**config.mk**
```make
export PLATFORM = sky130hd
export DESIGN_NAME = t2co_top
export DESIGN_NICKNAME = d
export VERILOG_FILES = /design/src/t2co_pkg.sv /design/src/t2co_top.sv
export VERILOG_INCLUDE_DIRS = /design/src
export SDC_FILE = /design/constraint.sdc
export NUM_CORES = 1
export LEC_CHECK = 0
export CAP_MARGIN = 20
export CORE_MARGIN = 3
export CORE_UTILIZATION = 35
export DETAILED_ROUTE_END_ITERATION = 10
export DONT_BUFFER_PORTS = 1
export PLACE_DENSITY_LB_ADDON = 0.25
export SLEW_MARGIN = 20
export SYNTH_ARGS = -nofsm -noshare
export SYNTH_HDL_FRONTEND = slang
export SYNTH_SLANG_ARGS = --single-unit
```
**constraint.sdc**
```tcl
create_clock -name CLK -period 3 [get_ports CLK]
set_clock_uncertainty 0.1 [all_clocks]
set_input_delay 0 -clock CLK [delete_from_list [all_inputs] [get_ports CLK]]
set_output_delay 0 -clock CLK [all_outputs]
set_load 0.01 [all_outputs]
```
**src/t2co_consts.svh**
```systemverilog
`ifndef T2CO_CONSTS_SVH
`define T2CO_CONSTS_SVH

// ==========================================================
// Register indices (byte address = index * 4)
`define T2CO_IDX_CTRL      10'h0C8
`define T2CO_IDX_MODE      10'h0C9
`define T2CO_IDX_CNT_LO    10'h0D0
`define T2CO_IDX_CNT_HI    10'h0D1
`define T2CO_IDX_RLD_LO    10'h0D2
`define T2CO_IDX_RLD_HI    10'h0D3

// ==========================================================
// Control register fields
`define T2CO_CTL_OVF       7
`define T2CO_CTL_EXT       6
`define T2CO_CTL_RXSEL     5
`define T2CO_CTL_TXSEL     4
`define T2CO_CTL_TRIGEN    3
`define T2CO_CTL_RUN       2
`define T2CO_CTL_CTSEL     1
`define T2CO_CTL_CPSEL     0

// ==========================================================
// Mode register fields
`define T2CO_MOD_CLKOE     1
`define T2CO_MOD_UPDOWN    0

// ==========================================================
// Reset values and counts
`define T2CO_CTL_RESET     8'h00
`define T2CO_MOD_RESET     2'h0
`define T2CO_CNT_TOP       16'hFFFF
`define T2CO_TIMER_DIV     4'hC
`define T2CO_FAST_DIV      4'h2

`endif

```
**src/t2co_pkg.sv**
```systemverilog
package t2co_pkg;

    typedef logic [15:0] t2co_word_t;

    typedef enum logic [1:0] {
        T2CO_MODE_CAPTURE,
        T2CO_MODE_RELOAD,
        T2CO_MODE_UPDOWN,
        T2CO_MODE_BAUD
    } t2co_mode_t;

endpackage

```
**src/t2co_top.sv**
```systemverilog
// Operation
// - Clock-out mode drives a 50% square wave
// - Output frequency is Fosc over 4*(65536-reload)
// - Overflow in clock-out mode reloads both bytes, or clears them when capture is selected
// - Clock-out overflows raise no interrupt request
// - Clock appears on shared count clock pin
// - Baud and clock-out share reload value
// - Overflow flag set unless serial clocking; software clears
// - External flag on trigger capture/reload; software clears
// - Bit 5 selects receive baud source
// - Bit 4 selects transmit baud source
// - Trigger edges act only if enabled, not in baud or up/down mode
// - Run bit stops or starts the counter
// - Bit 1 selects oscillator or pin edges
// - Serial clocking forces auto-reload, ignores capture select
// - Bit 0 selects reload or capture on trigger
// - Control register resets to zero
// - Mode bit 1 makes pin a clock output
// - Mode bit 0 enables up/down counting
// - Mode low bits reset zero; upper reserved
// - Up count overflow at FFFF reloads (clears in capture mode), sets flag
// - Down count at reload loads FFFF, sets flag
// - Up/down wrap toggles external flag, no interrupt
`timescale 1ns/100ps
`include "t2co_consts.svh"

module t2co_top #(
    parameter int AW = 12
) (
    input  wire logic          CLK,
    input  wire logic          NRST,
    input  wire logic [AW-1:0] ADR_I,
    input  wire logic [31:0]   DAT_I,
    output logic      [31:0]   DAT_O,
    input  wire logic          WE_I,
    input  wire logic [3:0]    SEL_I,
    input  wire logic          CYC_I,
    input  wire logic          STB_I,
    output logic               ACK_O,
    input  wire logic          CNT_PIN_I,
    output logic               CNT_PIN_O,
    output logic               CNT_PIN_OE_N,
    input  wire logic          TRIG_PIN_I,
    input  wire logic          TIMER1_OVF,
    output logic               RX_BAUD_TICK,
    output logic               TX_BAUD_TICK,
    output logic               IRQ_REQ
);

    // ==========================================================
    // State
    logic [5:0]         ctl;
    logic               overflow_flag;
    logic               external_flag;
    logic [1:0]         mode;
    t2co_pkg::t2co_word_t count;
    t2co_pkg::t2co_word_t reload;
    logic [3:0]         presc;
    logic [2:0]         cnt_sync;
    logic [2:0]         trig_sync;

    wire logic tx_clock_select         = ctl[`T2CO_CTL_TXSEL];
    wire logic rx_clock_select         = ctl[`T2CO_CTL_RXSEL];
    wire logic external_trigger_enable = ctl[`T2CO_CTL_TRIGEN];
    wire logic run_control             = ctl[`T2CO_CTL_RUN];
    wire logic counter_timer_select    = ctl[`T2CO_CTL_CTSEL];
    wire logic capture_reload_select   = ctl[`T2CO_CTL_CPSEL];
    wire logic clock_out_enable        = mode[`T2CO_MOD_CLKOE];
    wire logic updown_enable           = mode[`T2CO_MOD_UPDOWN];
    wire logic baud_mode               = rx_clock_select | tx_clock_select;

    // ==========================================================
    // Bus decode
    logic [9:0] idx;
    logic       bus_wr;
    logic       wr_ctl;
    logic       wr_mod;
    logic       wr_clo;
    logic       wr_chi;
    logic       wr_rlo;
    logic       wr_rhi;
    logic [7:0] wd;

    assign idx    = ADR_I[11:2];
    assign wd     = DAT_I[7:0];
    assign bus_wr = CYC_I & STB_I & ACK_O & WE_I & SEL_I[0];
    assign wr_ctl = bus_wr & (idx == `T2CO_IDX_CTRL);
    assign wr_mod = bus_wr & (idx == `T2CO_IDX_MODE);
    assign wr_clo = bus_wr & (idx == `T2CO_IDX_CNT_LO);
    assign wr_chi = bus_wr & (idx == `T2CO_IDX_CNT_HI);
    assign wr_rlo = bus_wr & (idx == `T2CO_IDX_RLD_LO);
    assign wr_rhi = bus_wr & (idx == `T2CO_IDX_RLD_HI);

    // ==========================================================
    // Pin synchronisers and edge detect
    logic cnt_fall;
    logic trig_fall;
    logic trig_lvl;

    always_ff @(posedge CLK or negedge NRST) begin
        if (!NRST) begin
            cnt_sync  <= 3'h7;
            trig_sync <= 3'h7;
        end else begin
            cnt_sync  <= {cnt_sync[1:0], CNT_PIN_I};
            trig_sync <= {trig_sync[1:0], TRIG_PIN_I};
        end
    end

    assign cnt_fall  = cnt_sync[2] & ~cnt_sync[1];
    assign trig_fall = trig_sync[2] & ~trig_sync[1];
    assign trig_lvl  = trig_sync[1];

    // ==========================================================
    // Count input selection
    logic [3:0] div;
    logic       tick;

    assign div = (clock_out_enable | baud_mode) ? `T2CO_FAST_DIV : `T2CO_TIMER_DIV;

    always_ff @(posedge CLK or negedge NRST) begin
        if (!NRST) begin
            presc <= 4'h0;
        end else if (!run_control || presc >= div - 4'h1) begin
            presc <= 4'h0;
        end else begin
            presc <= presc + 4'h1;
        end
    end

    assign tick = run_control & (counter_timer_select ? cnt_fall : (presc >= div - 4'h1));

    // ==========================================================
    // Counter engine
    t2co_pkg::t2co_mode_t op_mode;
    t2co_pkg::t2co_word_t next_count;
    t2co_pkg::t2co_word_t next_reload;
    logic                 ovf;
    logic                 unf;
    logic                 ext_set;

    always_comb begin
        if (baud_mode) begin
            op_mode = t2co_pkg::T2CO_MODE_BAUD;
        end else if (capture_reload_select) begin
            op_mode = t2co_pkg::T2CO_MODE_CAPTURE;
        end else if (updown_enable) begin
            op_mode = t2co_pkg::T2CO_MODE_UPDOWN;
        end else begin
            op_mode = t2co_pkg::T2CO_MODE_RELOAD;
        end
    end

    always_comb begin
        next_count  = count;
        next_reload = reload;
        ovf         = 1'b0;
        unf         = 1'b0;
        ext_set     = 1'b0;
        if (tick) begin
            if (op_mode == t2co_pkg::T2CO_MODE_UPDOWN && !trig_lvl) begin
                if (count == reload) begin
                    next_count = `T2CO_CNT_TOP;
                    unf        = 1'b1;
                end else begin
                    next_count = count - 16'h0001;
                end
            end else if (count == `T2CO_CNT_TOP) begin
                ovf = 1'b1;
                next_count = (op_mode == t2co_pkg::T2CO_MODE_CAPTURE) ? 16'h0000 : reload;
            end else begin
                next_count = count + 16'h0001;
            end
        end
        if (trig_fall && external_trigger_enable) begin
            unique case (op_mode)
                t2co_pkg::T2CO_MODE_CAPTURE: begin
                    next_reload = count;
                    ext_set     = 1'b1;
                end
                t2co_pkg::T2CO_MODE_RELOAD: begin
                    next_count = reload;
                    ext_set    = 1'b1;
                end
                t2co_pkg::T2CO_MODE_UPDOWN,
                t2co_pkg::T2CO_MODE_BAUD: begin
                    ext_set = 1'b0;
                end
            endcase
        end
    end

    always_ff @(posedge CLK or negedge NRST) begin
        if (!NRST) begin
            count <= 16'h0000;
        end else begin
            count[7:0]  <= wr_clo ? wd : next_count[7:0];
            count[15:8] <= wr_chi ? wd : next_count[15:8];
        end
    end

    always_ff @(posedge CLK or negedge NRST) begin
        if (!NRST) begin
            reload <= 16'h0000;
        end else begin
            reload[7:0]  <= wr_rlo ? wd : next_reload[7:0];
            reload[15:8] <= wr_rhi ? wd : next_reload[15:8];
        end
    end

    // ==========================================================
    // Control and mode registers, flags
    logic ext_base;

    assign ext_base = wr_ctl ? wd[`T2CO_CTL_EXT] : external_flag;

    always_ff @(posedge CLK or negedge NRST) begin
        if (!NRST) begin
            ctl <= 6'(`T2CO_CTL_RESET);
        end else if (wr_ctl) begin
            ctl <= wd[5:0];
        end
    end

    always_ff @(posedge CLK or negedge NRST) begin
        if (!NRST) begin
            mode <= `T2CO_MOD_RESET;
        end else if (wr_mod) begin
            mode <= wd[1:0];
        end
    end

    always_ff @(posedge CLK or negedge NRST) begin
        if (!NRST) begin
            overflow_flag <= 1'b0;
        end else begin
            overflow_flag <= ((ovf | unf) & ~baud_mode) |
                             (wr_ctl ? wd[`T2CO_CTL_OVF] : overflow_flag);
        end
    end

    always_ff @(posedge CLK or negedge NRST) begin
        if (!NRST) begin
            external_flag <= 1'b0;
        end else if (op_mode == t2co_pkg::T2CO_MODE_UPDOWN) begin
            external_flag <= ext_base ^ (ovf | unf);
        end else begin
            external_flag <= ext_set | ext_base;
        end
    end

    // ==========================================================
    // Outputs
    always_ff @(posedge CLK or negedge NRST) begin
        if (!NRST) begin
            IRQ_REQ <= 1'b0;
        end else begin
            IRQ_REQ <= (overflow_flag & ~clock_out_enable) | (external_flag & ~updown_enable);
        end
    end

    always_ff @(posedge CLK or negedge NRST) begin
        if (!NRST) begin
            CNT_PIN_O    <= 1'b1;
            CNT_PIN_OE_N <= 1'b1;
        end else begin
            CNT_PIN_OE_N <= ~clock_out_enable;
            if (clock_out_enable && ovf) begin
                CNT_PIN_O <= ~CNT_PIN_O;
            end
        end
    end

    always_ff @(posedge CLK or negedge NRST) begin
        if (!NRST) begin
            RX_BAUD_TICK <= 1'b0;
            TX_BAUD_TICK <= 1'b0;
        end else begin
            RX_BAUD_TICK <= rx_clock_select ? ovf : TIMER1_OVF;
            TX_BAUD_TICK <= tx_clock_select ? ovf : TIMER1_OVF;
        end
    end

    // ==========================================================
    // Wishbone slave
    logic [7:0] rd;

    always_comb begin
        unique case (idx)
            `T2CO_IDX_CTRL:   rd = {overflow_flag, external_flag, ctl};
            `T2CO_IDX_MODE:   rd = {6'h00, mode};
            `T2CO_IDX_CNT_LO: rd = count[7:0];
            `T2CO_IDX_CNT_HI: rd = count[15:8];
            `T2CO_IDX_RLD_LO: rd = reload[7:0];
            `T2CO_IDX_RLD_HI: rd = reload[15:8];
            default:          rd = 8'h00;
        endcase
    end

    always_ff @(posedge CLK or negedge NRST) begin
        if (!NRST) begin
            ACK_O <= 1'b0;
            DAT_O <= 32'h00000000;
        end else begin
            ACK_O <= CYC_I & STB_I & ~ACK_O;
            if (CYC_I && STB_I && !ACK_O) begin
                DAT_O <= {24'h000000, rd};
            end
        end
    end
endmodule // t2co_top

```
==> results of run 1 <==
per-layer routing:
| metal | vias up | routed length [um] | GRT usage, % | part of all wire (%) |
|---|---|---|---|---|
| li1 | 1893 | - | - | - |
| met1 | 1994 | 6530 | 28.1 | 45 |
| met2 | 175 | 6660 | 30.8 | 46 |
| met3 | 23 | 980 | 3.93 | 6.8 |
| met4 | 0 | 291 | 6.87 | 2.0 |
| met5 | - | 0 | 0 | 0 |
Yosys cell counts, types with 9 or more instances:
cell type  number
dfrtp_1        58
nand2_1        53
o21ai_0        43
nor2_1         33
clkbuf_1       28
a21oi_1        25
buf_4          24
xor2_1         22
mux2i_1        21
nand3_1        20
xnor2_1        14
inv_1          11
mux2_2         10
nor4_1          9
how the worst min path moves through the flow:
stage | from | to | slack, ns | cells past startpoint
after detailed placement | NRST | presc[1] | -0.39 | 0
final | ADR_I[3] | DAT_O[5] | 0.006 | 3
after global placement | NRST | presc[2] | -0.39 | 0
after global routing | ADR_I[3] | DAT_O[5] | 0.01 | 3
after CTS | ADR_I[5] | DAT_O[1] | 0.00005 | 4
after floorplan | NRST | ACK_O | -0.40 | 0
logic make-up (layout without fill, tap and decap cells):
kind of cell | count (synthesis) | count (layout)
xor+xnor | 36 | 36
other cells | 1 | 24
fa+ha+maj | 5 | 5
buf+inv | 68 | 79
compound gates | 123 | 123
flops | 66 | 66
mux | 39 | 39
simple gates | 179 | 179
flip-flops by register name (all words and copies together), names as in the netlist:
| signal | count |
|---|---|
| presc | 4 |
| DAT_O | 8 |
| ctl | 6 |
| count | 16 |
| external_flag | 1 |
| CNT_PIN_OE_N | 1 |
| IRQ_REQ | 1 |
| reload | 16 |
| RX_BAUD_TICK | 1 |
| mode | 2 |
| ACK_O | 1 |
| CNT_PIN_O | 1 |
| cnt_sync | 3 |
| trig_sync | 3 |
| overflow_flag | 1 |
| TX_BAUD_TICK | 1 |
worst reg2reg max path, stage by stage, from the launching register on:
cell	delay, ns
dfrtp_1	0.43
nor2_1	0.17
nand2_1	0.10
ha_1	0.28
a211o_1	0.14
nand4b_1	0.21
and2_1	0.42
a2111oi_0	0.49
nand4_1	0.14
and3_1	0.17
stage by stage:
| stage | cell area, sq um | setup WS [ns] | cells | hold slack, ns |
|---|---|---|---|---|
| finish | 5390 | 0.230 | 723 | 0.00558 |
| global route | 5390 | 0.0180 | 723 | 0.0137 |
| CTS | 5390 | 0.218 | 723 | 0.0000503 |
| detailed placement | 4850 | 0.244 | 686 | -0.394 |
| global placement | 4850 | 0.265 | 686 | -0.394 |
| floorplan | 4700 | 0.365 | 540 | -0.396 |
layout make-up:
| type | instances | area (sq um) | area share (%) |
|---|---|---|---|
| Tap cell | 172 | 215 | 3.99 |
| Timing Repair Buffer | 52 | 473 | 8.78 |
| Clock buffer | 10 | 239 | 4.44 |
| Sequential cell | 66 | 1660 | 30.8 |
| Multi-Input combinational cell | 406 | 2690 | 50.0 |
| Inverter | 11 | 41.3 | 0.766 |
| Clock inverter | 6 | 66.3 | 1.23 |
power breakdown:
part	internal (W)	switching (W)	leakage (nW)
Clock	0.000665	0.000412	0.141
Combinational	0.0000373	0.0000624	1.21
Sequential	0.000902	0.00000692	0.737
Total	0.00160	0.000481	2.09
==> flow_summary_export.csv, run 1 <==
group,metric,value,unit
outcome,status,"complete, no violations",
worst_setup_path,r2r-end,"count[13]",
cells_and_area,diodes,0,
cells_and_area,nets,607,
place,gp_congestion,0.951,
die,num_rows,41,
yosys,ys_async_sr_fraction,100,%
sta,tightest_slew,0.646,ns
yosys,synth_fa_ha_area_share,1.36,%
sta,period_needed,2.77,ns
worst_hold_path,hold_class,"input port to flop",
worst_setup_path,cp.arrival,2.89,ns
worst_setup_path,rr_startpoint,"ctl[5]",
yosys,synth_area,4620,sq um
die,die_width,121,um
clocking,cts_tree,"yes",
worst_setup_path,reg2reg_depth,9,
drt,vias_per_cell,5.65,
worst_setup_path,worstPathMaxFanout,14,
power,p_leak,2.09,nW
drt,vias,4085,
yosys,yosysWarnings,0,
sta,rsz0062_at_grt,"false",
worst_setup_path,slowest_stage,"a2111oi_0",
global_routing,grt_start_max_net_pins,67,
yosys,syn_inst,517,
worst_setup_path,crit_type,"flop to flop",
yosys,yosys.area_share.simple,20.3,%
drt,dr.pass1.iters,5,
die,core_area,12800,sq um
sta,max_freq,0.361,GHz
sta,hold_viol,0,
clocking,clk_latency,0.34,ns
worst_setup_path,crit_family,"simple AND/OR/NAND/NOR gates",
global_routing,overflow,0,
sta,setup_viol_count_final,0,
clocking,post_cts_buffers,0,
clocking,clock-root-buffer,"clkbuf_16",
clocking,clockBufferDepth,2,
yosys,synth_seq_area_share,36.0,%
die,io_pins,94,
clocking,h-tree-depth,3,
die,die_y,121,um
sta,relSlewSlack,57.0,%
power,power.density,387,nW/um^2
place,port_buffers,0,
yosys,synth.avg_cell_area,8.93,sq um
worst_setup_path,startpoint_type,"flop",
die,start_util,36.1,%
flow_run,cap_violations,0,
cells_and_area,fillers,1234,
clocking,cts.sinks,66,
yosys,synth_compound_area_share,16.9,%
worst_setup_path,setup.worst_path.end,"count[13]",
yosys,synth_top_area_share,31.4,%
yosys,synth_cell_types,59,
sta,period_share,92.3,%
yosys,synth_flop_cell,"dfrtp_1",
power,finalPower,0.00209,W
worst_setup_path,crit_cells,9,
die,die_area,14600,sq um
drt,wirelength,14.5,mm
worst_setup_path,max_stage_delay,0.49,ns
yosys,ys_ff_latch,66,
clocking,ctsResizeCount,0,
sta,fin_setup_tns,0,ns
drt,wl_per_cell,20.0,um
worst_setup_path,critPathRequiredTime,3.12,ns
cells_and_area,final_cell_mix,"58 x dfrtp_1, 53 x nand2_1, 43 x o21ai_0",
cells_and_area,area_growth,16.7,%
yosys,synth_area_leaders,"dfrtp_1 31%, o21ai_0 4.7%, dfstp_2 4.6%, mux2i_1 4.6%, nand2_1 4.3%",
yosys,muxShareOfSynthArea,10.9,%
yosys,synth_xor_xnor_area_share,6.83,%
drt,antenna_left,0,
cells_and_area,fin_util,42.2,%
clocking,clk_pin_slew,0.06,ns
worst_setup_path,timing.critical_path.from,"ctl[5]",
drt,drcViolationCount,0,
global_routing,grt_pass1_vias,3939,
sta,slew_violations,0,
global_routing,grtUsageTotal,20.0,%
global_routing,antenna_found_initial,0,
cells_and_area,layout_commonest_cell,"dfrtp_1",
worst_setup_path,path_cells,"nor2_1, nand2_1, ha_1, a211o_1, nand4b_1, and2_1, a2111oi_0, nand4_1, and3_1",
place,dpl.hpwl,10.3,mm
clocking,hold_buffers,21,
yosys,synth_top_family_by_area,"simple AND/OR/NAND/NOR gates",
global_routing,grt_pass1_wl,22.7,mm
yosys,synth_largest_area_cell,"dfrtp_1",
clocking,cts-buffers-inserted,9,
power,ir_drop,0.000234,V
worst_setup_path,r2r_slack,0.23,ns
yosys,synth-edff-count,0,
drt,drt_iter0_drc,345,
worst_setup_path,endpoint_kind,"flop",
cells_and_area,layout-drive-gt1-share,15.2,%
worst_setup_path,cp_num_buf_inv,0,
Note: power is estimated with default switching activity, not from simulation.
==> run 2: changes to the inputs <==
--- a/config.mk
+++ b/config.mk
@@ -11,7 +11,10 @@
 export CORE_UTILIZATION = 35
 export DETAILED_ROUTE_END_ITERATION = 10
 export DONT_BUFFER_PORTS = 1
+export GPL_ROUTABILITY_DRIVEN = 1
 export PLACE_DENSITY_LB_ADDON = 0.25
+export REMOVE_ABC_BUFFERS = 1
+export SKIP_LAST_GASP = 1
 export SLEW_MARGIN = 20
 export SYNTH_ARGS = -nofsm -noshare
 export SYNTH_HDL_FRONTEND = slang
==> run 2 against run 1 <==
Against the previous run:
- die area did not move
- largest cell class unchanged
- clock-buffer cell count is 2 higher
- highest routed layer unchanged
- global-route usage up 1.4 points
- non-clock buffer count increased by 8
- worst setup slack got worse by 0.0063 ns
- critical path depth unchanged
- total power up 4.5%
- first-iteration DRC count increased by 24%
==> flow_summary_export.csv, run 2 (synthesis results as in run 1) <==
group,metric,value,unit
die,die_y,121,um
cells_and_area,diodes,0,
power,power_frac_clock,53.3,%
global_routing,antenna_found_initial,0,
cells_and_area,final_cell_mix,"58 x dfrtp_1, 53 x nand2_1, 43 x o21ai_0",
outcome,status,"complete, no violations",
drt,antenna_left,0,
sta,fin_setup_tns,0,ns
cells_and_area,top_regs,"count x16, reload x16, DAT_O x8",
worst_setup_path,max_stage_delay,0.44,ns
cells_and_area,layout_commonest_cell,"dfrtp_1",
sta,max_freq,0.360,GHz
die,die_width,121,um
cells_and_area,final_area,5480,sq um
drt,vias,4269,
place,port_buffers,0,
sta,relSlewSlack,55.1,%
power,p_int,0.00169,W
global_routing,overflow,0,
sta,rsz0062_at_grt,"false",
sta,period_share,92.5,%
place,gp_congestion,0.897,
worst_hold_path,hold_class,"input port to flop",
cells_and_area,area_growth,18.7,%
flow_run,cap_violations,0,
drt,wirelength,15.4,mm
power,ir_drop,0.000220,V
power,netSwitchingFraction,22.3,%
die,die_area,14600,sq um
clocking,clockBufferDepth,2,
worst_setup_path,slowest_stage,"and2_1",
drt,drt_iter0_drc,428,
clocking,cts.sinks,66,
sta,hold_viol,0,
drt,wl_per_cell,21.1,um
global_routing,grtUsageTotal,21.4,%
worst_setup_path,crit_type,"flop to flop",
clocking,cts-buffers-inserted,9,
clocking,cts_tree,"yes",
sta,setup_viol_count_final,0,
die,start_util,36.1,%
drt,drcViolationCount,0,
sta,slew_violations,0,
worst_setup_path,startpoint_type,"flop",
place,placedInstanceArea,4870,sq um
cells_and_area,nets,615,
global_routing,grt_pass1_vias,4079,
sta,tightest_slew,0.667,ns
clocking,h-tree-depth,3,
worst_setup_path,path_cells,"nor2_1, nand2_1, ha_1, a211o_1, nand4b_1, and2_1, a41oi_1, a221oi_1, a211oi_1",
power,power.switching,0.000486,W
worst_setup_path,worstPathMaxFanout,9,
clocking,post_cts_buffers,0,
power,p_leak,2.12,nW
clocking,clk_pin_slew,0.06,ns
global_routing,grt_pass1_wl,23.8,mm
worst_setup_path,endpoint_kind,"flop",
drt,vias_per_cell,5.84,
die,core_area,12800,sq um
cells_and_area,fillers,1250,
sta,period_needed,2.78,ns
power,power.density,398,nW/um^2
clocking,clk_latency,0.34,ns
clocking,clock-root-buffer,"clkbuf_16",
drt,dr.pass1.iters,5,
die,num_rows,41,
worst_setup_path,critPathRequiredTime,3.08,ns
power,p_seq_share,41.7,%
worst_setup_path,cp.arrival,2.86,ns
global_routing,grt_start_max_net_pins,67,
place,dpl.hpwl,10.8,mm
power,combPwrFrac,5.0,%
cells_and_area,layout-drive-gt1-share,15.0,%
die,io_pins,94,
## run 2: changes by cell type in the layout (fill, tap and decap cells not counted), sizes merged
cell and change:
dlygate4sd3 +6, bufinv +1, buf +2, clkbuf +2, clkinvlp -2, clkinv -1
## run 2: power groups by stage
stage | logic (W) | clock network (W) | registers [W]
after floorplan | 0.0000379 | 0 | 0.000924
after global placement | 0.0000457 | 0 | 0.000924
after detailed placement | 0.0000459 | 0 | 0.000924
after CTS | 0.000108 | 0.00118 | 0.000908
after global routing | 0.000117 | 0.00122 | 0.000909
final | 0.000109 | 0.00116 | 0.000909
## run 2: final timing paths
check / from / to / slack [ns] / cells after the start
worst max-delay path: ctl[5] / count[4] / 0.22 / 9
min in group asynchronous: NRST / DAT_O[4] / 0.14 / 2
max in group asynchronous: NRST / CNT_PIN_OE_N / 2.33 / 2
worst min-delay path: ADR_I[2] / DAT_O[7] / 0.007 / 3
worst max register to register: ctl[5] / count[4] / 0.22 / 9
worst min register to register: trig_sync[0] / trig_sync[1] / 0.25 / 0
## run 2: area by class of cell
cell class	count	area, sq um	area share, %
multi-input combinational	406	2690	49.1
sequential	66	1660	30.3
timing repair buffer	60	548	10.0
clock buffer	12	246	4.50
tap	172	215	3.93
clock inverter	4	76.3	1.39
inverter	11	41.3	0.753
## run 2: through the flow
stage	instances	setup WS (ns)	utilization, %	total power (W)	hold slack, ns
after floorplan	483	0.222	-	0.000961	-0.396
after CTS	731	0.272	42.9	0.00219	0.000363
final	731	0.224	42.9	0.00218	0.00750
after detailed placement	688	0.301	38.1	0.000970	-0.394
after global placement	688	0.311	38.1	0.000970	-0.394
after global routing	731	0.110	42.9	0.00224	0.0357
## run 2: per-layer routing
metal	wire length (um)	global-route usage, %	vias to the layer above
met5	0	0	-
met4	422	7.15	0
met3	1410	4.63	36
met2	6950	32.5	209
met1	6630	30.3	2107
li1	-	-	1917
## run 2: critical path, delay by kind of cell (launching register included)
| kind | cells | cell delay, ns |
|---|---|---|
| simple gates | 4 | 0.89 |
| fa+ha+maj | 1 | 0.28 |
| compound gates | 4 | 0.93 |
| flops | 1 | 0.42 |
## run 2: what timing repair did
| action | 4_1_cts | 5_1_grt |
|---|---|---|
| resized for setup | 0 | 0 |
| hold buffers | 27 | 0 |
| hold endpoints to repair | 119 | 0 |
